[src/fcif_defines.svh]
// Constants of the flash command interface host controller
//
// Notes on behaviour
// [RL1] Device drops to read mode when a write breaks every valid sequence.
// [RL2] Read/reset is one write of F0, or 555/AA, 2AA/55, any/F0.
// [RL3] Reset during chip erase aborts it in about 10 us; data invalid.
// [RL4] Auto select is 555/AA, 2AA/55, 555/90; mode holds until next command.
// [RL5] In auto select, bit0 low reads maker code, bit0 high part code.
// [RL6] Codes also read by plain read with identification level on bit 9.
// [RL7] Program is three unlock writes with A0, then target address and byte.
// [RL8] Device ignores all writes while a byte program runs.
// [RL9] Reads during programming return the status byte.
// [RL10] Success returns to read mode; failure keeps status until a reset.
// [RL11] Programming only turns ones to zeros; only erase restores ones.
// [RL12] Unlock bypass is 555/AA, 2AA/55, 555/20.
// [RL13] Bypass program is any/A0 then target; bypass exit is any/90, any/00.
// [RL14] Chip erase is six writes ending 555/10; status read until finished.
// [RL15] Device matches command addresses on bits 0 to 10 only.
// [RL16] Address latched on later fall, data on earlier rise; read enable high.
// [RL17] In bypass mode only bypass program and exit are accepted. The host also admits resets and reads in bypass mode.
// [RL18] Status: bit 7 polling, bit 6 toggles per read, bit 5 failure.
// [RL19] Device starts in read mode with nothing pending after power-up.
`ifndef FCIF_DEFINES_SVH
`define FCIF_DEFINES_SVH

// ==========================================================
// Software register offsets
`define FC_R_CMD 4'h0
`define FC_R_ADDR 4'h1
`define FC_R_BYTE 4'h2
`define FC_R_STAT 4'h3
`define FC_R_ISTAT 4'h4
`define FC_R_MASK 4'h5
`define FC_R_RDATA 4'h6

// ==========================================================
// Status register bits
`define FC_S_BUSY 0
`define FC_S_BYP 1
`define FC_S_AUTO 2
`define FC_S_ERR 3
`define FC_S_ERASE 4
`define FC_S_BYTE_LO 8
`define FC_S_BYTE_HI 15

// ==========================================================
// Event bits
`define FC_EV_DONE 0
`define FC_EV_FAIL 1
`define FC_EV_REF 2
`define FC_EV_W 3

// ==========================================================
// Command addresses and codes
`define FC_A_555 16'h0555
`define FC_A_2AA 16'h02AA
`define FC_A_ANY 16'h0000
`define FC_D_AA 8'hAA
`define FC_D_55 8'h55
`define FC_D_F0 8'hF0
`define FC_D_90 8'h90
`define FC_D_A0 8'hA0
`define FC_D_20 8'h20
`define FC_D_80 8'h80
`define FC_D_10 8'h10
`define FC_D_00 8'h00

// ==========================================================
// Sequence lengths and step positions
`define FC_LEN_ONE 3'h1
`define FC_LEN_TWO 3'h2
`define FC_LEN_THREE 3'h3
`define FC_LEN_PROG 3'h4
`define FC_LEN_ERASE 3'h6
`define FC_STEP_H0 3'h0
`define FC_STEP_H1 3'h1
`define FC_STEP_E0 3'h3
`define FC_STEP_E1 3'h4
`define FC_STEP_E2 3'h5
`define FC_STEP_PD 3'h3
`define FC_STEP_BD 3'h1

// ==========================================================
// Status byte bits
`define FC_TOG_BIT 6
`define FC_FAIL_BIT 5

// ==========================================================
// Pin cycle phases
`define FC_PH_IDLE 2'h0
`define FC_PH_LOW 2'h1
`define FC_PH_RISE 2'h2
`define FC_PH_END 2'h3

// ==========================================================
// Timing
`define FC_CLK_NS 100
`define FC_ABORT_NS 10000
`define FC_ABORT_CYC ((`FC_ABORT_NS + `FC_CLK_NS - 1) / `FC_CLK_NS)

`endif

[src/fcif_pkg.sv]
// Types of the flash command interface host controller
package fcif_pkg;

	// Commands that software may order
	typedef enum logic [3:0] {
		FC_RST1 = 4'h0,
		FC_RST3 = 4'h1,
		FC_AUTO = 4'h2,
		FC_PROG = 4'h3,
		FC_UBP = 4'h4,
		FC_BPROG = 4'h5,
		FC_BEXIT = 4'h6,
		FC_ERASE = 4'h7,
		FC_READ = 4'h8,
		FC_SIG = 4'h9
	} fcif_cmd_t;

	// Controller states, Gray along the usual path
	typedef enum logic [2:0] {
		S_IDLE = 3'h0,
		S_CHECK = 3'h1,
		S_CHKW = 3'h3,
		S_RUN = 3'h2,
		S_WAIT = 3'h6,
		S_POLL = 3'h7,
		S_POLLW = 3'h5,
		S_ABORT = 3'h4
	} fcif_state_t;

endpackage

[src/fcif_bus_if.sv]
// Request and answer bundle between sequencer and pin engine
`timescale 1ns/1ps
`default_nettype none

interface fcif_bus_if;
	logic req;
	logic wr;
	logic id;
	logic [15:0] addr;
	logic [7:0] wdata;
	logic done;
	logic [7:0] rdata;

	modport ctl (output req, wr, id, addr, wdata, input done, rdata);
	modport eng (input req, wr, id, addr, wdata, output done, rdata);
endinterface

`default_nettype wire

[src/fcif_seq.sv]
// Command sequence table: address and byte of each bus step
`timescale 1ns/1ps
`default_nettype none
`include "fcif_defines.svh"

module fcif_seq
	import fcif_pkg::*;
(
	// Command position
	input wire fcif_cmd_t cmd,
	input wire logic [2:0] step,
	// Target
	input wire logic [15:0] tgt_addr,
	input wire logic [7:0] tgt_byte,
	// Step description
	output logic op_wr,
	output logic op_id,
	output logic op_last,
	output logic op_unl,
	output logic [15:0] op_addr,
	output logic [7:0] op_data
);

	// ==========================================================
	// Command classes
	wire unl = cmd == FC_RST3 || cmd == FC_AUTO || cmd == FC_PROG
		|| cmd == FC_UBP || cmd == FC_ERASE;
	wire rd = cmd == FC_READ || cmd == FC_SIG;
	wire etail = cmd == FC_ERASE && step >= `FC_STEP_E0;

	// Sequence length per command
	wire [2:0] len = (cmd == FC_ERASE) ? `FC_LEN_ERASE :
		(cmd == FC_PROG) ? `FC_LEN_PROG :
		(cmd == FC_BPROG || cmd == FC_BEXIT) ? `FC_LEN_TWO :
		unl ? `FC_LEN_THREE : `FC_LEN_ONE;

	// Unlock pairs, also repeated inside the erase tail
	wire u0 = (unl && step == `FC_STEP_H0) || (etail && step == `FC_STEP_E0); // RL14
	wire u1 = (unl && step == `FC_STEP_H1) || (etail && step == `FC_STEP_E1); // RL14
	wire tstep = (cmd == FC_PROG && step == `FC_STEP_PD)
		|| (cmd == FC_BPROG && step == `FC_STEP_BD); // RL7 RL13

	// ==========================================================
	// Step outputs
	assign op_wr = !rd;
	assign op_id = cmd == FC_SIG; // RL6
	assign op_last = 3'(step + 3'h1) == len;
	assign op_unl = unl && step == `FC_STEP_H0;
	assign op_addr = u1 ? `FC_A_2AA :
		(tstep || rd) ? tgt_addr :
		unl ? `FC_A_555 : `FC_A_ANY;
	// Command bytes per step
	assign op_data = u0 ? `FC_D_AA :
		u1 ? `FC_D_55 :
		tstep ? tgt_byte :
		(cmd == FC_ERASE) ? ((step == `FC_STEP_E2) ? `FC_D_10 : `FC_D_80) : // RL14
		(cmd == FC_RST1 || cmd == FC_RST3) ? `FC_D_F0 : // RL2
		(cmd == FC_AUTO) ? `FC_D_90 : // RL4
		(cmd == FC_PROG || cmd == FC_BPROG) ? `FC_D_A0 : // RL7 RL13
		(cmd == FC_UBP) ? `FC_D_20 : // RL12
		(cmd == FC_BEXIT && step == `FC_STEP_H0) ? `FC_D_90 : `FC_D_00; // RL13

endmodule // fcif_seq

`default_nettype wire

[src/fcif_pins.sv]
// Pin engine: one bus write or bus read on the flash pins
`timescale 1ns/1ps
`default_nettype none
`include "fcif_defines.svh"

module fcif_pins
	import fcif_pkg::*;
(
	// Clock and reset
	input wire logic clk,
	input wire logic reset,
	// Requests
	fcif_bus_if.eng bif,
	// Flash pins
	output logic [15:0] addr_in,
	output logic [7:0] data_io_out,
	input wire logic [7:0] data_io_in,
	output logic data_io_oe_n,
	output logic chip_en_n,
	output logic out_en_n,
	output logic wr_en_n,
	output logic id_level_input
);

	logic [1:0] phase;
	logic is_wr;
	logic done;
	logic [7:0] rdata;

	assign bif.done = done;
	assign bif.rdata = rdata;

	// ==========================================================
	// Cycle: set up, strobe low, rise, release
	always_ff @(posedge clk)
	begin
		done <= 1'b0;
		if (reset)
		begin
			phase <= `FC_PH_IDLE;
			is_wr <= 1'b0;
			rdata <= 8'h00;
			addr_in <= 16'h0000;
			data_io_out <= 8'h00;
			data_io_oe_n <= 1'b1;
			chip_en_n <= 1'b1;
			out_en_n <= 1'b1;
			wr_en_n <= 1'b1;
			id_level_input <= 1'b0;
		end
		else
		begin
			case (phase)
				`FC_PH_IDLE:
				begin
					if (bif.req)
					begin
						addr_in <= bif.addr; // RL16
						data_io_out <= bif.wdata;
						is_wr <= bif.wr;
						chip_en_n <= 1'b0;
						data_io_oe_n <= !bif.wr;
						out_en_n <= bif.wr; // RL16
						id_level_input <= bif.id && !bif.wr; // RL6
						phase <= `FC_PH_LOW;
					end
				end
				`FC_PH_LOW:
				begin
					wr_en_n <= !is_wr;
					phase <= `FC_PH_RISE;
				end
				`FC_PH_RISE:
				begin
					wr_en_n <= 1'b1; // RL16
					if (!is_wr)
						rdata <= data_io_in;
					phase <= `FC_PH_END;
				end
				default:
				begin
					chip_en_n <= 1'b1;
					out_en_n <= 1'b1;
					data_io_oe_n <= 1'b1;
					id_level_input <= 1'b0;
					done <= 1'b1;
					phase <= `FC_PH_IDLE;
				end
			endcase
		end
	end

	// ==========================================================
	// Checks
	a_write_oe_high: assert property (@(posedge clk) disable iff (reset) // RL16
		!wr_en_n |-> out_en_n && !chip_en_n && !data_io_oe_n)
		else $error("read enable or data not held during write strobe");
	a_we_one_cycle: assert property (@(posedge clk) disable iff (reset) // RL16
		$fell(wr_en_n) |=> wr_en_n && $stable(addr_in) && $stable(data_io_out))
		else $error("write strobe width or address changed");
	a_done_latency: assert property (@(posedge clk) disable iff (reset)
		(bif.req && phase == `FC_PH_IDLE) |-> !done ##4 done)
		else $error("pin cycle did not end four cycles after request");

endmodule // fcif_pins

`default_nettype wire

[src/fcif_host.sv]
// Flash command interface host controller, top level
//
// Chosen here: the register addresses and the plain strobed port.
`timescale 1ns/1ps
`default_nettype none
`include "fcif_defines.svh"

module fcif_host
	import fcif_pkg::*;
(
	// Clock and reset
	input wire logic clk,
	input wire logic reset,
	// Software register port
	input wire logic [3:0] sw_addr,
	input wire logic [31:0] sw_wdata,
	input wire logic sw_wr,
	input wire logic sw_rd,
	output logic [31:0] sw_rdata,
	output logic irq,
	// Flash pins
	output logic [15:0] addr_in,
	output logic [7:0] data_io_out,
	input wire logic [7:0] data_io_in,
	output logic data_io_oe_n,
	output logic chip_en_n,
	output logic out_en_n,
	output logic wr_en_n,
	output logic id_level_input
);

	fcif_bus_if bif();

	fcif_state_t state;
	fcif_cmd_t cmd;
	logic [2:0] step;
	logic [15:0] tgt_addr;
	logic [7:0] tgt_byte;
	logic [7:0] rd_byte;
	logic [`FC_EV_W-1:0] int_stat;
	logic [`FC_EV_W-1:0] int_mask;
	logic bypass;
	logic autosel;
	logic error;
	logic erasing;
	logic abort_pend;
	logic poll_first;
	logic fail_seen;
	logic tog;
	logic [6:0] abort_cnt;
	logic req;
	logic req_wr;
	logic req_id;
	logic [15:0] req_addr;
	logic [7:0] req_data;
	logic op_wr;
	logic op_id;
	logic op_last;
	logic op_unl;
	logic [15:0] op_addr;
	logic [7:0] op_data;

	// ==========================================================
	// Sub-blocks
	fcif_pins u_pins (
		.clk(clk),
		.reset(reset),
		.bif(bif.eng),
		.addr_in(addr_in),
		.data_io_out(data_io_out),
		.data_io_in(data_io_in),
		.data_io_oe_n(data_io_oe_n),
		.chip_en_n(chip_en_n),
		.out_en_n(out_en_n),
		.wr_en_n(wr_en_n),
		.id_level_input(id_level_input)
	);

	fcif_seq u_seq (
		.cmd(cmd),
		.step(step),
		.tgt_addr(tgt_addr),
		.tgt_byte(tgt_byte),
		.op_wr(op_wr),
		.op_id(op_id),
		.op_last(op_last),
		.op_unl(op_unl),
		.op_addr(op_addr),
		.op_data(op_data)
	);

	// Request bundle towards the pin engine
	assign bif.req = req;
	assign bif.wr = req_wr;
	assign bif.id = req_id;
	assign bif.addr = req_addr;
	assign bif.wdata = req_data;

	// ==========================================================
	// Command decode and admission
	wire busy = state != S_IDLE;
	wire wr_cmd = sw_wr && sw_addr == `FC_R_CMD;
	wire [3:0] new_cmd = sw_wdata[3:0];
	wire new_byp = new_cmd == FC_BPROG || new_cmd == FC_BEXIT;
	wire new_rst = new_cmd == FC_RST1 || new_cmd == FC_RST3;
	wire new_plain = new_rst || new_cmd == FC_READ || new_cmd == FC_SIG;
	wire new_known = new_cmd <= FC_SIG;
	// Bypass mode takes only its own commands, resets and reads
	wire cmd_ok = new_known && (bypass ? (new_byp || new_plain) : !new_byp)
		&& (!error || new_rst || new_cmd == FC_READ); // RL17 RL10
	wire start = wr_cmd && !busy && cmd_ok;
	// A reset while erasing aborts the erase
	wire abort_req = wr_cmd && busy && erasing && new_rst; // RL3
	wire new_pgm = new_cmd == FC_PROG || new_cmd == FC_BPROG;

	// ==========================================================
	// Progress terms
	wire is_pe = cmd == FC_PROG || cmd == FC_BPROG || cmd == FC_ERASE;
	wire is_rst = cmd == FC_RST1 || cmd == FC_RST3;
	wire check_bad = state == S_CHKW && bif.done
		&& |(tgt_byte & ~bif.rdata); // RL11
	wire fin_seq = state == S_WAIT && bif.done && op_last;
	wire poll_end = state == S_POLLW && bif.done;
	wire toggling = bif.rdata[`FC_TOG_BIT] != tog; // RL18
	// A reset landing on the closing poll read still aborts
	wire stop_poll = abort_pend || abort_req; // RL3
	wire poll_ok = poll_end && !poll_first && !toggling && !stop_poll;
	wire poll_fail = poll_end && !poll_first && toggling && !stop_poll
		&& bif.rdata[`FC_FAIL_BIT] && fail_seen; // RL18 RL10
	wire abort_end = state == S_ABORT && abort_cnt == 7'h00;
	wire ev_done = (fin_seq && !is_pe && !erasing) || poll_ok || abort_end;
	wire ev_ref = (wr_cmd && !start && !abort_req) || check_bad; // RL8
	wire [`FC_EV_W-1:0] events = {ev_ref, poll_fail, ev_done};
	wire [`FC_EV_W-1:0] w1c = (sw_wr && sw_addr == `FC_R_ISTAT) ?
		sw_wdata[`FC_EV_W-1:0] : {`FC_EV_W{1'b0}};

	// Read data selection
	wire [31:0] stat_word = {16'h0000, rd_byte, 3'h0, erasing, error,
		autosel, bypass, busy};
	wire [31:0] rd_mux = (sw_addr == `FC_R_ADDR) ? {16'h0000, tgt_addr} :
		(sw_addr == `FC_R_BYTE) ? {24'h000000, tgt_byte} :
		(sw_addr == `FC_R_STAT) ? stat_word :
		(sw_addr == `FC_R_ISTAT) ? {29'h00000000, int_stat} :
		(sw_addr == `FC_R_MASK) ? {29'h00000000, int_mask} :
		(sw_addr == `FC_R_RDATA) ? {24'h000000, rd_byte} : 32'h00000000;

	// ==========================================================
	// Software registers, interrupt and read port
	always_ff @(posedge clk)
	begin
		if (reset)
		begin
			tgt_addr <= 16'h0000;
			tgt_byte <= 8'h00;
			int_stat <= {`FC_EV_W{1'b0}};
			int_mask <= {`FC_EV_W{1'b0}};
			irq <= 1'b0;
			sw_rdata <= 32'h00000000;
		end
		else
		begin
			if (sw_wr && !busy && sw_addr == `FC_R_ADDR)
				tgt_addr <= sw_wdata[15:0];
			if (sw_wr && !busy && sw_addr == `FC_R_BYTE)
				tgt_byte <= sw_wdata[7:0];
			if (sw_wr && sw_addr == `FC_R_MASK)
				int_mask <= sw_wdata[`FC_EV_W-1:0];
			// Set wins over the write-one clear
			int_stat <= (int_stat & ~w1c) | events;
			irq <= |(int_stat & int_mask);
			sw_rdata <= sw_rd ? rd_mux : 32'h00000000;
		end
	end

	// ==========================================================
	// Sequencer state machine
	always_ff @(posedge clk)
	begin
		req <= 1'b0;
		if (reset)
		begin
			state <= S_IDLE; // RL19
			cmd <= FC_RST1;
			step <= 3'h0;
			rd_byte <= 8'h00;
			bypass <= 1'b0;
			autosel <= 1'b0;
			error <= 1'b0;
			erasing <= 1'b0;
			abort_pend <= 1'b0;
			poll_first <= 1'b0;
			fail_seen <= 1'b0;
			tog <= 1'b0;
			abort_cnt <= 7'h00;
			req_wr <= 1'b0;
			req_id <= 1'b0;
			req_addr <= 16'h0000;
			req_data <= 8'h00;
		end
		else
		begin
			if (abort_req)
				abort_pend <= 1'b1; // RL3
			case (state)
				S_IDLE:
				begin
					if (start)
					begin
						cmd <= fcif_cmd_t'(new_cmd);
						step <= 3'h0;
						state <= new_pgm ? S_CHECK : S_RUN;
					end
				end
				S_CHECK:
				begin
					// Read the old byte before programming
					req <= 1'b1;
					req_wr <= 1'b0;
					req_id <= 1'b0;
					req_addr <= tgt_addr;
					state <= S_CHKW;
				end
				S_CHKW:
				begin
					if (bif.done)
					begin
						rd_byte <= bif.rdata;
						state <= check_bad ? S_IDLE : S_RUN; // RL11
					end
				end
				S_RUN:
				begin
					req <= 1'b1;
					req_wr <= op_wr;
					req_id <= op_id;
					req_addr <= op_addr;
					req_data <= op_data;
					state <= S_WAIT;
				end
				S_WAIT:
				begin
					if (bif.done && !op_last)
					begin
						step <= 3'(step + 3'h1); // RL1
						state <= S_RUN;
					end
					else if (fin_seq)
					begin
						if (!op_wr)
							rd_byte <= bif.rdata; // RL5 RL6
						if (is_rst)
							error <= 1'b0; // RL2 RL10
						if (cmd == FC_UBP)
							bypass <= 1'b1; // RL12
						if (cmd == FC_BEXIT)
							bypass <= 1'b0; // RL13
						autosel <= (cmd == FC_AUTO) || (!op_wr && autosel); // RL4
						abort_cnt <= 7'(`FC_ABORT_CYC - 1);
						poll_first <= 1'b1;
						fail_seen <= 1'b0;
						if (cmd == FC_ERASE)
							erasing <= 1'b1;
						state <= is_pe ? S_POLL : (erasing ? S_ABORT : S_IDLE); // RL14 RL3
					end
				end
				S_POLL:
				begin
					// Status read at the target; any address while erasing
					req <= 1'b1;
					req_wr <= 1'b0;
					req_id <= 1'b0;
					req_addr <= tgt_addr;
					state <= S_POLLW;
				end
				S_POLLW:
				begin
					if (bif.done)
					begin
						rd_byte <= bif.rdata; // RL9
						tog <= bif.rdata[`FC_TOG_BIT];
						poll_first <= 1'b0;
						if (stop_poll)
						begin
							abort_pend <= 1'b0;
							cmd <= FC_RST1;
							step <= 3'h0;
							state <= S_RUN; // RL3
						end
						else if (poll_ok)
						begin
							erasing <= 1'b0;
							state <= S_IDLE; // RL10
						end
						else if (poll_fail)
						begin
							error <= 1'b1;
							erasing <= 1'b0;
							state <= S_IDLE; // RL10
						end
						else
						begin
							if (!poll_first && bif.rdata[`FC_FAIL_BIT])
								fail_seen <= 1'b1;
							state <= S_POLL;
						end
					end
				end
				S_ABORT:
				begin
					// Erase abort time: data on the pins is not valid
					abort_cnt <= 7'(abort_cnt - 7'h01);
					if (abort_end)
					begin
						erasing <= 1'b0;
						state <= S_IDLE;
					end
				end
				default:
					state <= S_IDLE;
			endcase
		end
	end

	// ==========================================================
	// Checks
	a_refuse_busy: assert property (@(posedge clk) disable iff (reset) // RL8
		(wr_cmd && busy && !abort_req) |=> int_stat[`FC_EV_REF])
		else $error("command during busy not flagged as refused");
	a_bypass_gate: assert property (@(posedge clk) disable iff (reset) // RL17
		(start && bypass) |-> (new_byp || new_plain))
		else $error("non-bypass command started in bypass mode");
	a_unlock_head: assert property (@(posedge clk) disable iff (reset) // RL2
		(state == S_RUN && op_unl) |=> req && req_wr
		&& req_addr == `FC_A_555 && req_data == `FC_D_AA)
		else $error("unlock sequence does not open with 555/AA");
	a_prog_clear_only: assert property (@(posedge clk) disable iff (reset) // RL11
		check_bad |=> state == S_IDLE && int_stat[`FC_EV_REF])
		else $error("program of a zero bit to one not refused");
	a_abort_hold: assert property (@(posedge clk) disable iff (reset) // RL3
		$rose(state == S_ABORT) |-> (state == S_ABORT)[*8])
		else $error("erase abort wait ended too early");
	a_error_sticky: assert property (@(posedge clk) disable iff (reset) // RL10
		(error && !(fin_seq && is_rst)) |=> error)
		else $error("error cleared without a reset command");
	a_irq_follow: assert property (@(posedge clk) disable iff (reset)
		(|(int_stat & int_mask)) |=> irq)
		else $error("interrupt not raised for unmasked event");

endmodule // fcif_host

`default_nettype wire

[config.mk]
export PLATFORM = sky130hd
export DESIGN_NAME = fcif_host
export DESIGN_NICKNAME = d
export VERILOG_FILES = /design/src/fcif_pkg.sv /design/src/fcif_bus_if.sv /design/src/fcif_seq.sv /design/src/fcif_pins.sv /design/src/fcif_host.sv
export VERILOG_INCLUDE_DIRS = /design/src
export SDC_FILE = /design/constraint.sdc
export NUM_CORES = 1
export LEC_CHECK = 0
export BUFFER_PORTS_ARGS = -buffer_cell sky130_fd_sc_hd__buf_2
export CAP_MARGIN = 20
export CORE_MARGIN = 4
export CORE_UTILIZATION = 52
export CTS_BUF_LIST = sky130_fd_sc_hd__clkbuf_16
export CTS_CLUSTER_SIZE = 40
export DETAILED_ROUTE_END_ITERATION = 16
export GPL_ROUTABILITY_DRIVEN = 0
export PLACE_DENSITY = 0.82
export SLEW_MARGIN = 20
export SYNTH_ARGS = -nofsm -noshare
export SYNTH_HDL_FRONTEND = slang
export SYNTH_SLANG_ARGS = --single-unit
export TNS_END_PERCENT = 30
[constraint.sdc]
create_clock -name clk -period 6.4 [get_ports clk]
set_clock_uncertainty 0.1 [all_clocks]
set_input_delay 0.64 -clock clk [delete_from_list [all_inputs] [get_ports clk]]
set_output_delay 0.64 -clock clk [all_outputs]
set_load 0.05 [all_outputs]
==> impl_metrics.py, run 1 <==
metrics = {
    "logic_synthesis": {
        "synth-async-reset-ratio": 0,
        "synth_area_leaders": "dfxtp_1 43%, nand2_1 8.5%, nor2_1 5.3%, a21oi_1 4.8%, mux2i_1 4.8%",
        "netlist_area_mm2": 0.006842,
        "synth_cell_type_count": 70,
        "ys_warn_count": 0,
        "synth.most_common_cell": "nand2_1",
        "synth_top_area_cell": "dfxtp_1",
        "synth-seq-cells": 148,
        "synth-edff-count": 0,
        "syn_avg_cell_area_um2": 8.203,
        "seq_area_frac_synth": 0.4331,
        "netlist_instances": 834,
        "ys.flop_type": "dfxtp_1",
        "synth.top_cell.area_share": 0.4331,
        "yosys-top-cells-count": "155 x nand2_1, 148 x dfxtp_1, 97 x nor2_1, 66 x a21oi_1, 38 x clkbuf_1",
    },
    "critical_path": {
        "crit_fanout": 20,
        "timing.rr.end": "bif.addr[13]",
        "critPathSlowestCell": "dfxtp_1",
        "cp.arrival_ps": 3270,
        "rrSetupSlack_ps": 3390,
        "cp_slowest_stage_delay_ps": 750,
        "crit_start": "state[1]",
        "timing.rr.start": "state[1]",
        "end_kind": "flip-flop",
        "critPathKind": "reg -> reg",
        "worst_setup_path_start_kind": "flip-flop",
        "crit_chain": "nand2b_1 > nor2_1 > o21ai_0 > a21oi_1 > a32o_1",
        "critPathBufInv": 0,
        "r2r_cells": 5,
        "crit_family": "compound AO/OA/AOI/OAI gates",
        "cp_num_cells": 5,
        "crit_end": "bif.addr[13]",
        "cp.required_ps": 6660,
    },
    "global_routing": {
        "grt_max_degree": 99,
        "grt_pass1_wl_um": 27300,
        "antenna_found_initial": 0,
        "grt_use_total": 0.2267,
        "grt.overflow.total": 0,
        "grt_pass1_vias": 5432,
    },
    "detailed_routing": {
        "wl_per_cell_um": 16.18,
        "first_iter_violations": 712,
        "final_antenna_net_count": 0,
        "drc": 0,
        "vias": 6181,
        "wirelength_um": 17200,
        "viasPerCell": 5.815,
        "drtPass1Iterations": 5,
    },
    "cts": {
        "cts_root_buffer": "clkbuf_16",
        "htree_levels": 4,
        "cts_setup_buffers": 0,
        "cts_sinks": 148,
        "cts_resized": 0,
        "clockBufferDepth": 2,
        "clkLatencyLatePin_ps": 420,
        "cts_tree": "done",
        "cts-buffers-inserted": 17,
        "ctsHoldBuffers": 0,
        "clk_pin_slew_worst_paths_ps": 60,
    },
    "placement": {
        "hpwl_um": 12010,
        "place_ws_ps": 3474,
        "numPortBuffers": 77,
    },
    "timing": {
        "setup_tns_ps": 0,
        "rsz0062_at_grt": "false",
        "finalHoldViolCount": 0,
        "relSlewSlack": 0.3278,
        "slew_viol_final": 0,
        "setup_violations": 0,
        "period_needed_ps": 3008,
        "fmax_mhz": 332.4,
        "fin_crit_sh": 0.4701,
        "tightest_slew_ps": 1008,
        "layout_setup_ws_ps": 3392,
    },
    "power_and_ir_drop": {
        "p_per_area_mw_per_mm2": 260.8,
        "peakVddDrop_v": 0.0002588,
        "p_leak_nw": 2.969,
    },
    "run": {
        "maxCapViolCount": 0,
    },
    "layout": {
        "drive_above_1_share": 0.1459,
        "area_growth_syn_to_layout_pct": 13.20,
        "fin_nets": 934,
        "n_antenna_cell": 0,
    },
    "min_path": {
        "hp-class": "reg -> reg",
    },
    "die": {
        "die_w_um": 122.7,
        "ioPinCount": 110,
        "die_y_um": 122.7,
        "die_area_mm2": 0.01506,
        "rows": 41,
        "core_area_mm2": 0.01277,
        "start_util": 0.5356,
    },
    "outcome": {
        "status": "finished, final reports clean",
    },
}
-- power breakdown --
group | total (mW) | internal, mW | switching [mW]
Combinational | 0.136 | 0.0387 | 0.0974
Sequential | 0.943 | 0.931 | 0.0121
Clock | 0.941 | 0.536 | 0.405
Total | 2.02 | 1.51 | 0.515
-- stage by stage --
step | hold slack, ps | power (mW) | area [um2] | utilization | cells
after floorplan | 331.3 | 1.072 | 6898 | - | 849
after detailed placement | 345.6 | 1.097 | 7184 | 0.5624 | 1031
after global placement | 340.4 | 1.094 | 7182 | 0.5622 | 1031
after CTS | 353.8 | 2.017 | 7740 | 0.6059 | 1063
final | 348.9 | 2.020 | 7745 | 0.6063 | 1063
after global routing | 370.5 | 2.075 | 7745 | 0.6063 | 1063
-- cell families after synthesis --
family | Yosys count | share of synthesized area
compound gates | 192 | 0.1940
xor+xnor | 10 | 0.01280
fa+ha+maj | 10 | 0.01756
buf+inv | 95 | 0.06310
flops | 148 | 0.4331
mux | 35 | 0.05157
other cells | 1 | 0.0005481
simple gates | 343 | 0.2273
-- how the worst min path moves through the flow --
stage	from	to	slack, ps	depth (start not counted)
floorplan	bif.addr[11]	u_pins.addr_in[11]	330	2
global placement	u_pins.addr_in[4]	u_pins.addr_in[4]	340	2
detailed placement	u_pins.addr_in[0]	u_pins.addr_in[0]	350	2
CTS	u_pins.addr_in[0]	u_pins.addr_in[0]	350	2
global route	u_pins.data_io_out[3]	u_pins.data_io_out[3]	370	2
finish	u_pins.addr_in[2]	u_pins.addr_in[2]	350	2
-- final cells by class --
type / count / area [um2]
clock inverter: 15 / 130.1
tap: 172 / 215.2
timing repair buffer: 79 / 402.9
clock buffer: 17 / 425.4
multi-input combinational: 606 / 3511
sequential: 148 / 2963
fill: 1080 / 5029
inverter: 26 / 97.59
-- layout by cell type, fill, tap and decap left out, types with 5 or more instances in the layout --
| master | n |
|---|---|
| a211oi_1 | 10 |
| a21oi_1 | 66 |
| a221oi_1 | 8 |
| a222oi_1 | 5 |
| a22o_1 | 6 |
| a22oi_1 | 16 |
| a311oi_1 | 5 |
| a31oi_1 | 5 |
| a32o_1 | 7 |
| and2_1 | 5 |
| buf_2 | 76 |
| clkbuf_16 | 17 |
| conb_1 | 16 |
| dfxtp_1 | 148 |
| ha_1 | 8 |
| inv_1 | 27 |
| mux2i_1 | 33 |
| nand2_1 | 155 |
| nand3_1 | 8 |
| nand3b_1 | 5 |
| nor2_1 | 97 |
| nor2b_1 | 12 |
| nor3_1 | 16 |
| o21ai_0 | 27 |
| o22ai_1 | 6 |
| or2_2 | 5 |
| xor2_1 | 6 |
-- metal layers --
layer,up-vias,global-route usage,wire length (um)
li1,2976,-,-
met1,2897,0.3256,7692
met4,0,0.07208,297
met3,33,0.04055,1511
met2,275,0.3457,7702
met5,-,0,0
-- state kept, by name, indices dropped and copies added (netlist names), 16 cells and up --
register / count
u_pins.addr_in: 16
tgt_addr: 16
bif.addr: 16
sw_rdata: 16
-- worst register-to-register path: stages (launching register included) --
cell and delay [ps]:
dfxtp_1 750, nand2b_1 310, nor2_1 540, o21ai_0 240, a21oi_1 740, a32o_1 270
No activity file was read; power rests on OpenSTA's default activity.
==> run 2: changes to the inputs <==
==> constraint.sdc (replaced) <==
create_clock -name clk -period 2.95 [get_ports clk]
set_clock_uncertainty 0.1 [all_clocks]
set_input_delay 0.295 -clock clk [delete_from_list [all_inputs] [get_ports clk]]
set_output_delay 0.295 -clock clk [all_outputs]
set_load 0.05 [all_outputs]
==> run 2 against run 1 <==
Compared with the run above:
- worst hold slack worse by 340 ps
- critical path type unchanged
- combinational power up 130%
- final cell count up 1.5%
==> impl_metrics.py, run 2 (synthesized netlist as in run 1, its figures left out) <==
metrics = {
    "die": {
        "die_w_um": 122.7,
        "rows": 41,
        "die_y_um": 122.7,
        "ioPinCount": 110,
        "start_util": 0.5356,
        "core_area_mm2": 0.01277,
        "die_area_mm2": 0.01506,
    },
    "cts": {
        "htree_levels": 4,
        "clkLatencyLatePin_ps": 420,
        "cts_sinks": 148,
        "cts-buffers-inserted": 17,
        "clk_pin_slew_worst_paths_ps": 60,
        "clockBufferDepth": 2,
        "cts_tree": "done",
        "cts_root_buffer": "clkbuf_16",
        "cts_resized": 0,
    },
    "global_routing": {
        "met1_usage": 0.3267,
        "antenna_found_initial": 0,
        "grt_max_degree": 48,
        "met2_usage": 0.3536,
        "grt_pass1_vias": 5518,
        "grt_pass1_wl_um": 27750,
        "grt_use_met3": 0.05622,
        "grt.overflow.total": 0,
        "grt_use_total": 0.2321,
        "top_usage_layer": "met2",
    },
    "detailed_routing": {
        "drc": 0,
        "wl_per_cell_um": 16.25,
        "viasPerCell": 5.810,
        "wirelength_um": 17530,
        "drtPass1Iterations": 6,
        "vias": 6269,
        "final_antenna_net_count": 0,
        "first_iter_violations": 772,
    },
    "layout": {
        "fin_nets": 950,
        "stdcell_count": 1079,
        "area_growth_syn_to_layout_pct": 15.23,
        "n_antenna_cell": 0,
        "utilization": 0.6172,
        "drive_above_1_share": 0.1610,
        "mostFrequentLayoutCells": "155 x nand2_1, 148 x dfxtp_1, 97 x nor2_1, 76 x buf_2, 66 x a21oi_1",
        "final_cell_area_mm2": 0.007884,
        "final_common_cell": "nand2_1",
    },
    "power_and_ir_drop": {
        "seqPwrFrac": 0.461,
        "pwr-share-clk": 0.470,
        "power.switching_mw": 1.139,
        "swShare": 0.2572,
        "peakVddDrop_v": 0.0004439,
        "p_leak_nw": 3.068,
        "internal-power_mw": 3.290,
        "pwr-share-comb": 0.069,
        "power_mw": 4.430,
        "p_per_area_mw_per_mm2": 561.9,
    },
    "critical_path": {
        "end_kind": "flip-flop",
        "worst_setup_path_start_kind": "flip-flop",
        "critPathKind": "reg -> reg",
        "crit_start": "step[0]",
        "cp.arrival_ps": 3070,
        "timing.rr.start": "step[0]",
        "cp.required_ps": 3160,
        "crit_fanout": 7,
    },
    "placement": {
        "numPortBuffers": 77,
        "dpl_cell_area_mm2": 0.007315,
        "placedCellCount": 1047,
        "place_ws_ps": 105.1,
        "hpwl_um": 12310,
    },
    "timing": {
        "fin_crit_sh": 0.9703,
        "setup_violations": 0,
        "finalHoldViolCount": 0,
        "holdWs_ps": 8.753,
        "layout_setup_ws_ps": 87.56,
        "rsz0062_at_grt": "true",
        "tightest_slew_ps": 889.2,
        "slew_viol_final": 0,
        "relSlewSlack": 0.4072,
        "fmax_mhz": 349.4,
        "setup_tns_ps": 0,
        "period_needed_ps": 2862,
    },
    "min_path": {
        "hp-start": "data_io_in[2]",
        "hp-class": "in -> reg",
    },
    "run": {
        "maxCapViolCount": 0,
    },
    "outcome": {
        "status": "finished, final reports clean",
    },
}
-- run 2: area by class of cell --
cell class / count / area, um2
Inverter: 26 / 97.59
Multi-Input combinational cell: 606 / 3503
Timing Repair Buffer: 95 / 535.5
Clock inverter: 15 / 143.9
Clock buffer: 17 / 425.4
Fill cell: 1056 / 4890
Sequential cell: 148 / 2963
Tap cell: 172 / 215.2
-- run 2: final timing paths --
kind,endpoint,slack [ps],cells after the start
max reg2reg,step[0],90,8
min,u_pins.bif.rdata[2],9,3
min reg2reg,u_pins.data_io_out[1],350,2
max,step[0],90,8
-- run 2: routing by layer --
layer,wire [um],part of all wire
met1,7590,0.43
met2,7893,0.45
met3,1733,0.099
met4,316,0.018
met5,0,0
-- run 2: power groups by stage --
stage                     Clock, mW  Combinational (mW)  Sequential [mW]
after floorplan                   0               0.246             2.08
after global placement            0               0.296             2.09
after detailed placement          0               0.301             2.09
after CTS                      2.09               0.303             2.04
after global routing           2.19               0.336             2.04
final                          2.08               0.307             2.04
-- run 2: worst max-delay path: stages (launching register included) --
cell and delay (ps):
dfxtp_1 450, inv_1 70, ha_1 390, o21ba_2 290, a2111oi_4 60, o32ai_2 530, a21oi_2 170, or3_1 420
a32o_1 270
-- run 2: timing repair --
action / CTS / global route
buffers inserted: 0 / 0
hold buffers: 0 / 0
endpoints found under the setup margin: 0 / 9
==> run 3: changes to the inputs <==
--- a/config.mk
+++ b/config.mk
@@ -15,6 +15,7 @@
 export DETAILED_ROUTE_END_ITERATION = 16
 export GPL_ROUTABILITY_DRIVEN = 0
 export PLACE_DENSITY = 0.82
+export SETUP_SLACK_MARGIN = 0.5
 export SLEW_MARGIN = 20
 export SYNTH_ARGS = -nofsm -noshare
 export SYNTH_HDL_FRONTEND = slang
==> run 3 against run 2 <==
Compared with the run above:
- first-iteration DRC count decreased by 16%
- combinational power increased by 4%
- final area increased by 2.0%
- critical path type unchanged
- largest cell class unchanged
- largest power group unchanged
==> impl_metrics.py, run 3 (synthesized netlist as in run 1, its figures left out) <==
metrics = {
    "outcome": {
        "status": "finished, final reports clean",
    },
    "critical_path": {
        "crit_fanout": 6,
        "cp.arrival_ps": 2750,
        "worst_setup_path_start_kind": "flip-flop",
        "critPathKind": "reg -> reg",
        "rrSetupSlack_ps": 410,
        "timing.rr.start": "step[1]",
        "r2r_cells": 10,
        "cp.required_ps": 3150,
        "timing.rr.end": "step[2]",
        "end_kind": "flip-flop",
    },
    "layout": {
        "final_common_cell": "nand2_1",
        "utilization": 0.6298,
        "final_cell_area_mm2": 0.008045,
        "n_antenna_cell": 0,
        "area_growth_syn_to_layout_pct": 17.59,
        "fin_nets": 955,
        "mostFrequentLayoutCells": "155 x nand2_1, 143 x dfxtp_1, 97 x nor2_1, 76 x buf_2, 65 x a21oi_1",
        "drive_above_1_share": 0.1831,
        "stdcell_count": 1084,
    },
    "die": {
        "rows": 41,
        "start_util": 0.5356,
        "die_area_mm2": 0.01506,
        "core_area_mm2": 0.01277,
        "die_w_um": 122.7,
        "die_y_um": 122.7,
        "ioPinCount": 110,
    },
    "timing": {
        "relSlewSlack": 0.4495,
        "setup_violations": 0,
        "fin_crit_sh": 0.8619,
        "setup_tns_ps": 0,
        "finalHoldViolCount": 0,
        "fmax_mhz": 393.3,
        "holdWs_ps": 10.12,
        "tightest_slew_ps": 823.7,
        "period_needed_ps": 2543,
        "layout_setup_ws_ps": 407.4,
        "slew_viol_final": 0,
        "rsz0062_at_grt": "true",
    },
    "global_routing": {
        "grt_use_total": 0.2318,
        "grt.overflow.total": 0,
        "grt_pass1_vias": 5597,
        "antenna_found_initial": 0,
        "grt_max_degree": 53,
        "grt_pass1_wl_um": 27980,
    },
    "detailed_routing": {
        "wl_per_cell_um": 16.26,
        "first_iter_violations": 646,
        "viasPerCell": 5.808,
        "drc": 0,
        "final_antenna_net_count": 0,
        "wirelength_um": 17630,
        "vias": 6296,
        "drtPass1Iterations": 7,
    },
    "min_path": {
        "hp-start": "data_io_in[3]",
        "min_to": "u_pins.bif.rdata[3]",
        "holdPathStages": 3,
        "hp-class": "in -> reg",
    },
    "cts": {
        "htree_levels": 4,
        "cts_tree": "done",
        "ctsHoldBuffers": 0,
        "clockBufferDepth": 2,
        "clkLatencyLatePin_ps": 420,
        "cts-buffers-inserted": 17,
        "clk_pin_slew_worst_paths_ps": 60,
        "cts_root_buffer": "clkbuf_16",
        "cts_sinks": 148,
    },
    "placement": {
        "dpl_cell_area_mm2": 0.007338,
        "place_ws_ps": 207.7,
        "placedCellCount": 1043,
        "numPortBuffers": 77,
        "hpwl_um": 12420,
    },
    "power_and_ir_drop": {
        "swShare": 0.2594,
        "power.switching_mw": 1.155,
        "p_per_area_mw_per_mm2": 553.5,
        "p_leak_nw": 3.100,
        "seqPwrFrac": 0.458,
        "internal-power_mw": 3.298,
        "power_mw": 4.453,
        "pwr-share-clk": 0.470,
        "peakVddDrop_v": 0.0004808,
        "pwr-share-comb": 0.072,
    },
    "run": {
        "maxCapViolCount": 0,
    },
}
## run 3: changes by cell type in the layout (fill, tap and decap cells not counted), moves of 2 or more
cell | before | now
a21oi_4 | 0 | 2
buf_4 | 18 | 22
buf_6 | 0 | 2
dfxtp_1 | 148 | 143
dfxtp_2 | 0 | 2
dfxtp_4 | 0 | 3
ha_1 | 8 | 5
ha_4 | 0 | 3
inv_1 | 27 | 23
inv_2 | 0 | 2
o21ai_0 | 27 | 25
## run 3: worst max path at each step
stage	from	end	slack [ps]	cells after the start
global route	step[2]	step[2]	300	10
floorplan	step[0]	rd_byte[0]	450	8
detailed placement	cmd[2]	bif.addr[14]	210	6
finish	step[1]	step[2]	410	10
global placement	cmd[2]	bif.addr[12]	260	6
CTS	step[0]	step[0]	400	9
## run 3: final cells by class
class / instances / area [um2]
Fill cell: 1052 / 4728
Multi-Input combinational cell: 606 / 3612
Sequential cell: 148 / 2977
Timing Repair Buffer: 100 / 568.0
Clock buffer: 17 / 425.4
Tap cell: 172 / 215.2
Clock inverter: 15 / 147.6
Inverter: 26 / 100.1
## run 3: power by group through the flow
stage / combinational, mW / clock (mW) / sequential, mW
5_1_grt: 0.346 / 2.20 / 2.04
3_3_place_gp: 0.294 / 0 / 2.09
4_1_cts: 0.307 / 2.11 / 2.04
2_1_floorplan: 0.249 / 0 / 2.08
6_report: 0.320 / 2.09 / 2.04
3_5_place_dp: 0.299 / 0 / 2.09
## run 3: repair_timing
action / in CTS / in global routing
buffers inserted: 5 / 4
gates cloned: 0 / 0
setup endpoints to repair: 31 / 44
endpoints found under the hold margin: 0 / 0
gates resized for setup: 8 / 9
pin swaps: 3 / 11
## run 3: worst max-delay path, cell delays in order (launching register included)
cell and delay, ps:
dfxtp_4 380, inv_4 40, ha_4 250, o21ba_4 230, a2111oi_4 50, o32ai_4 400
buf_4 180, buf_6 90, a21oi_4 60, or3_4 360, o41ai_1 260
## run 3: per-layer routing
| layer | up-vias | track usage | part of all wire |
|---|---|---|---|
| met5 | - | 0 | 0 |
| met4 | 0 | 0.05878 | 0.016 |
| met3 | 30 | 0.05576 | 0.091 |
| met2 | 307 | 0.3632 | 0.46 |
| met1 | 2933 | 0.3219 | 0.44 |
| li1 | 3026 | - | - |
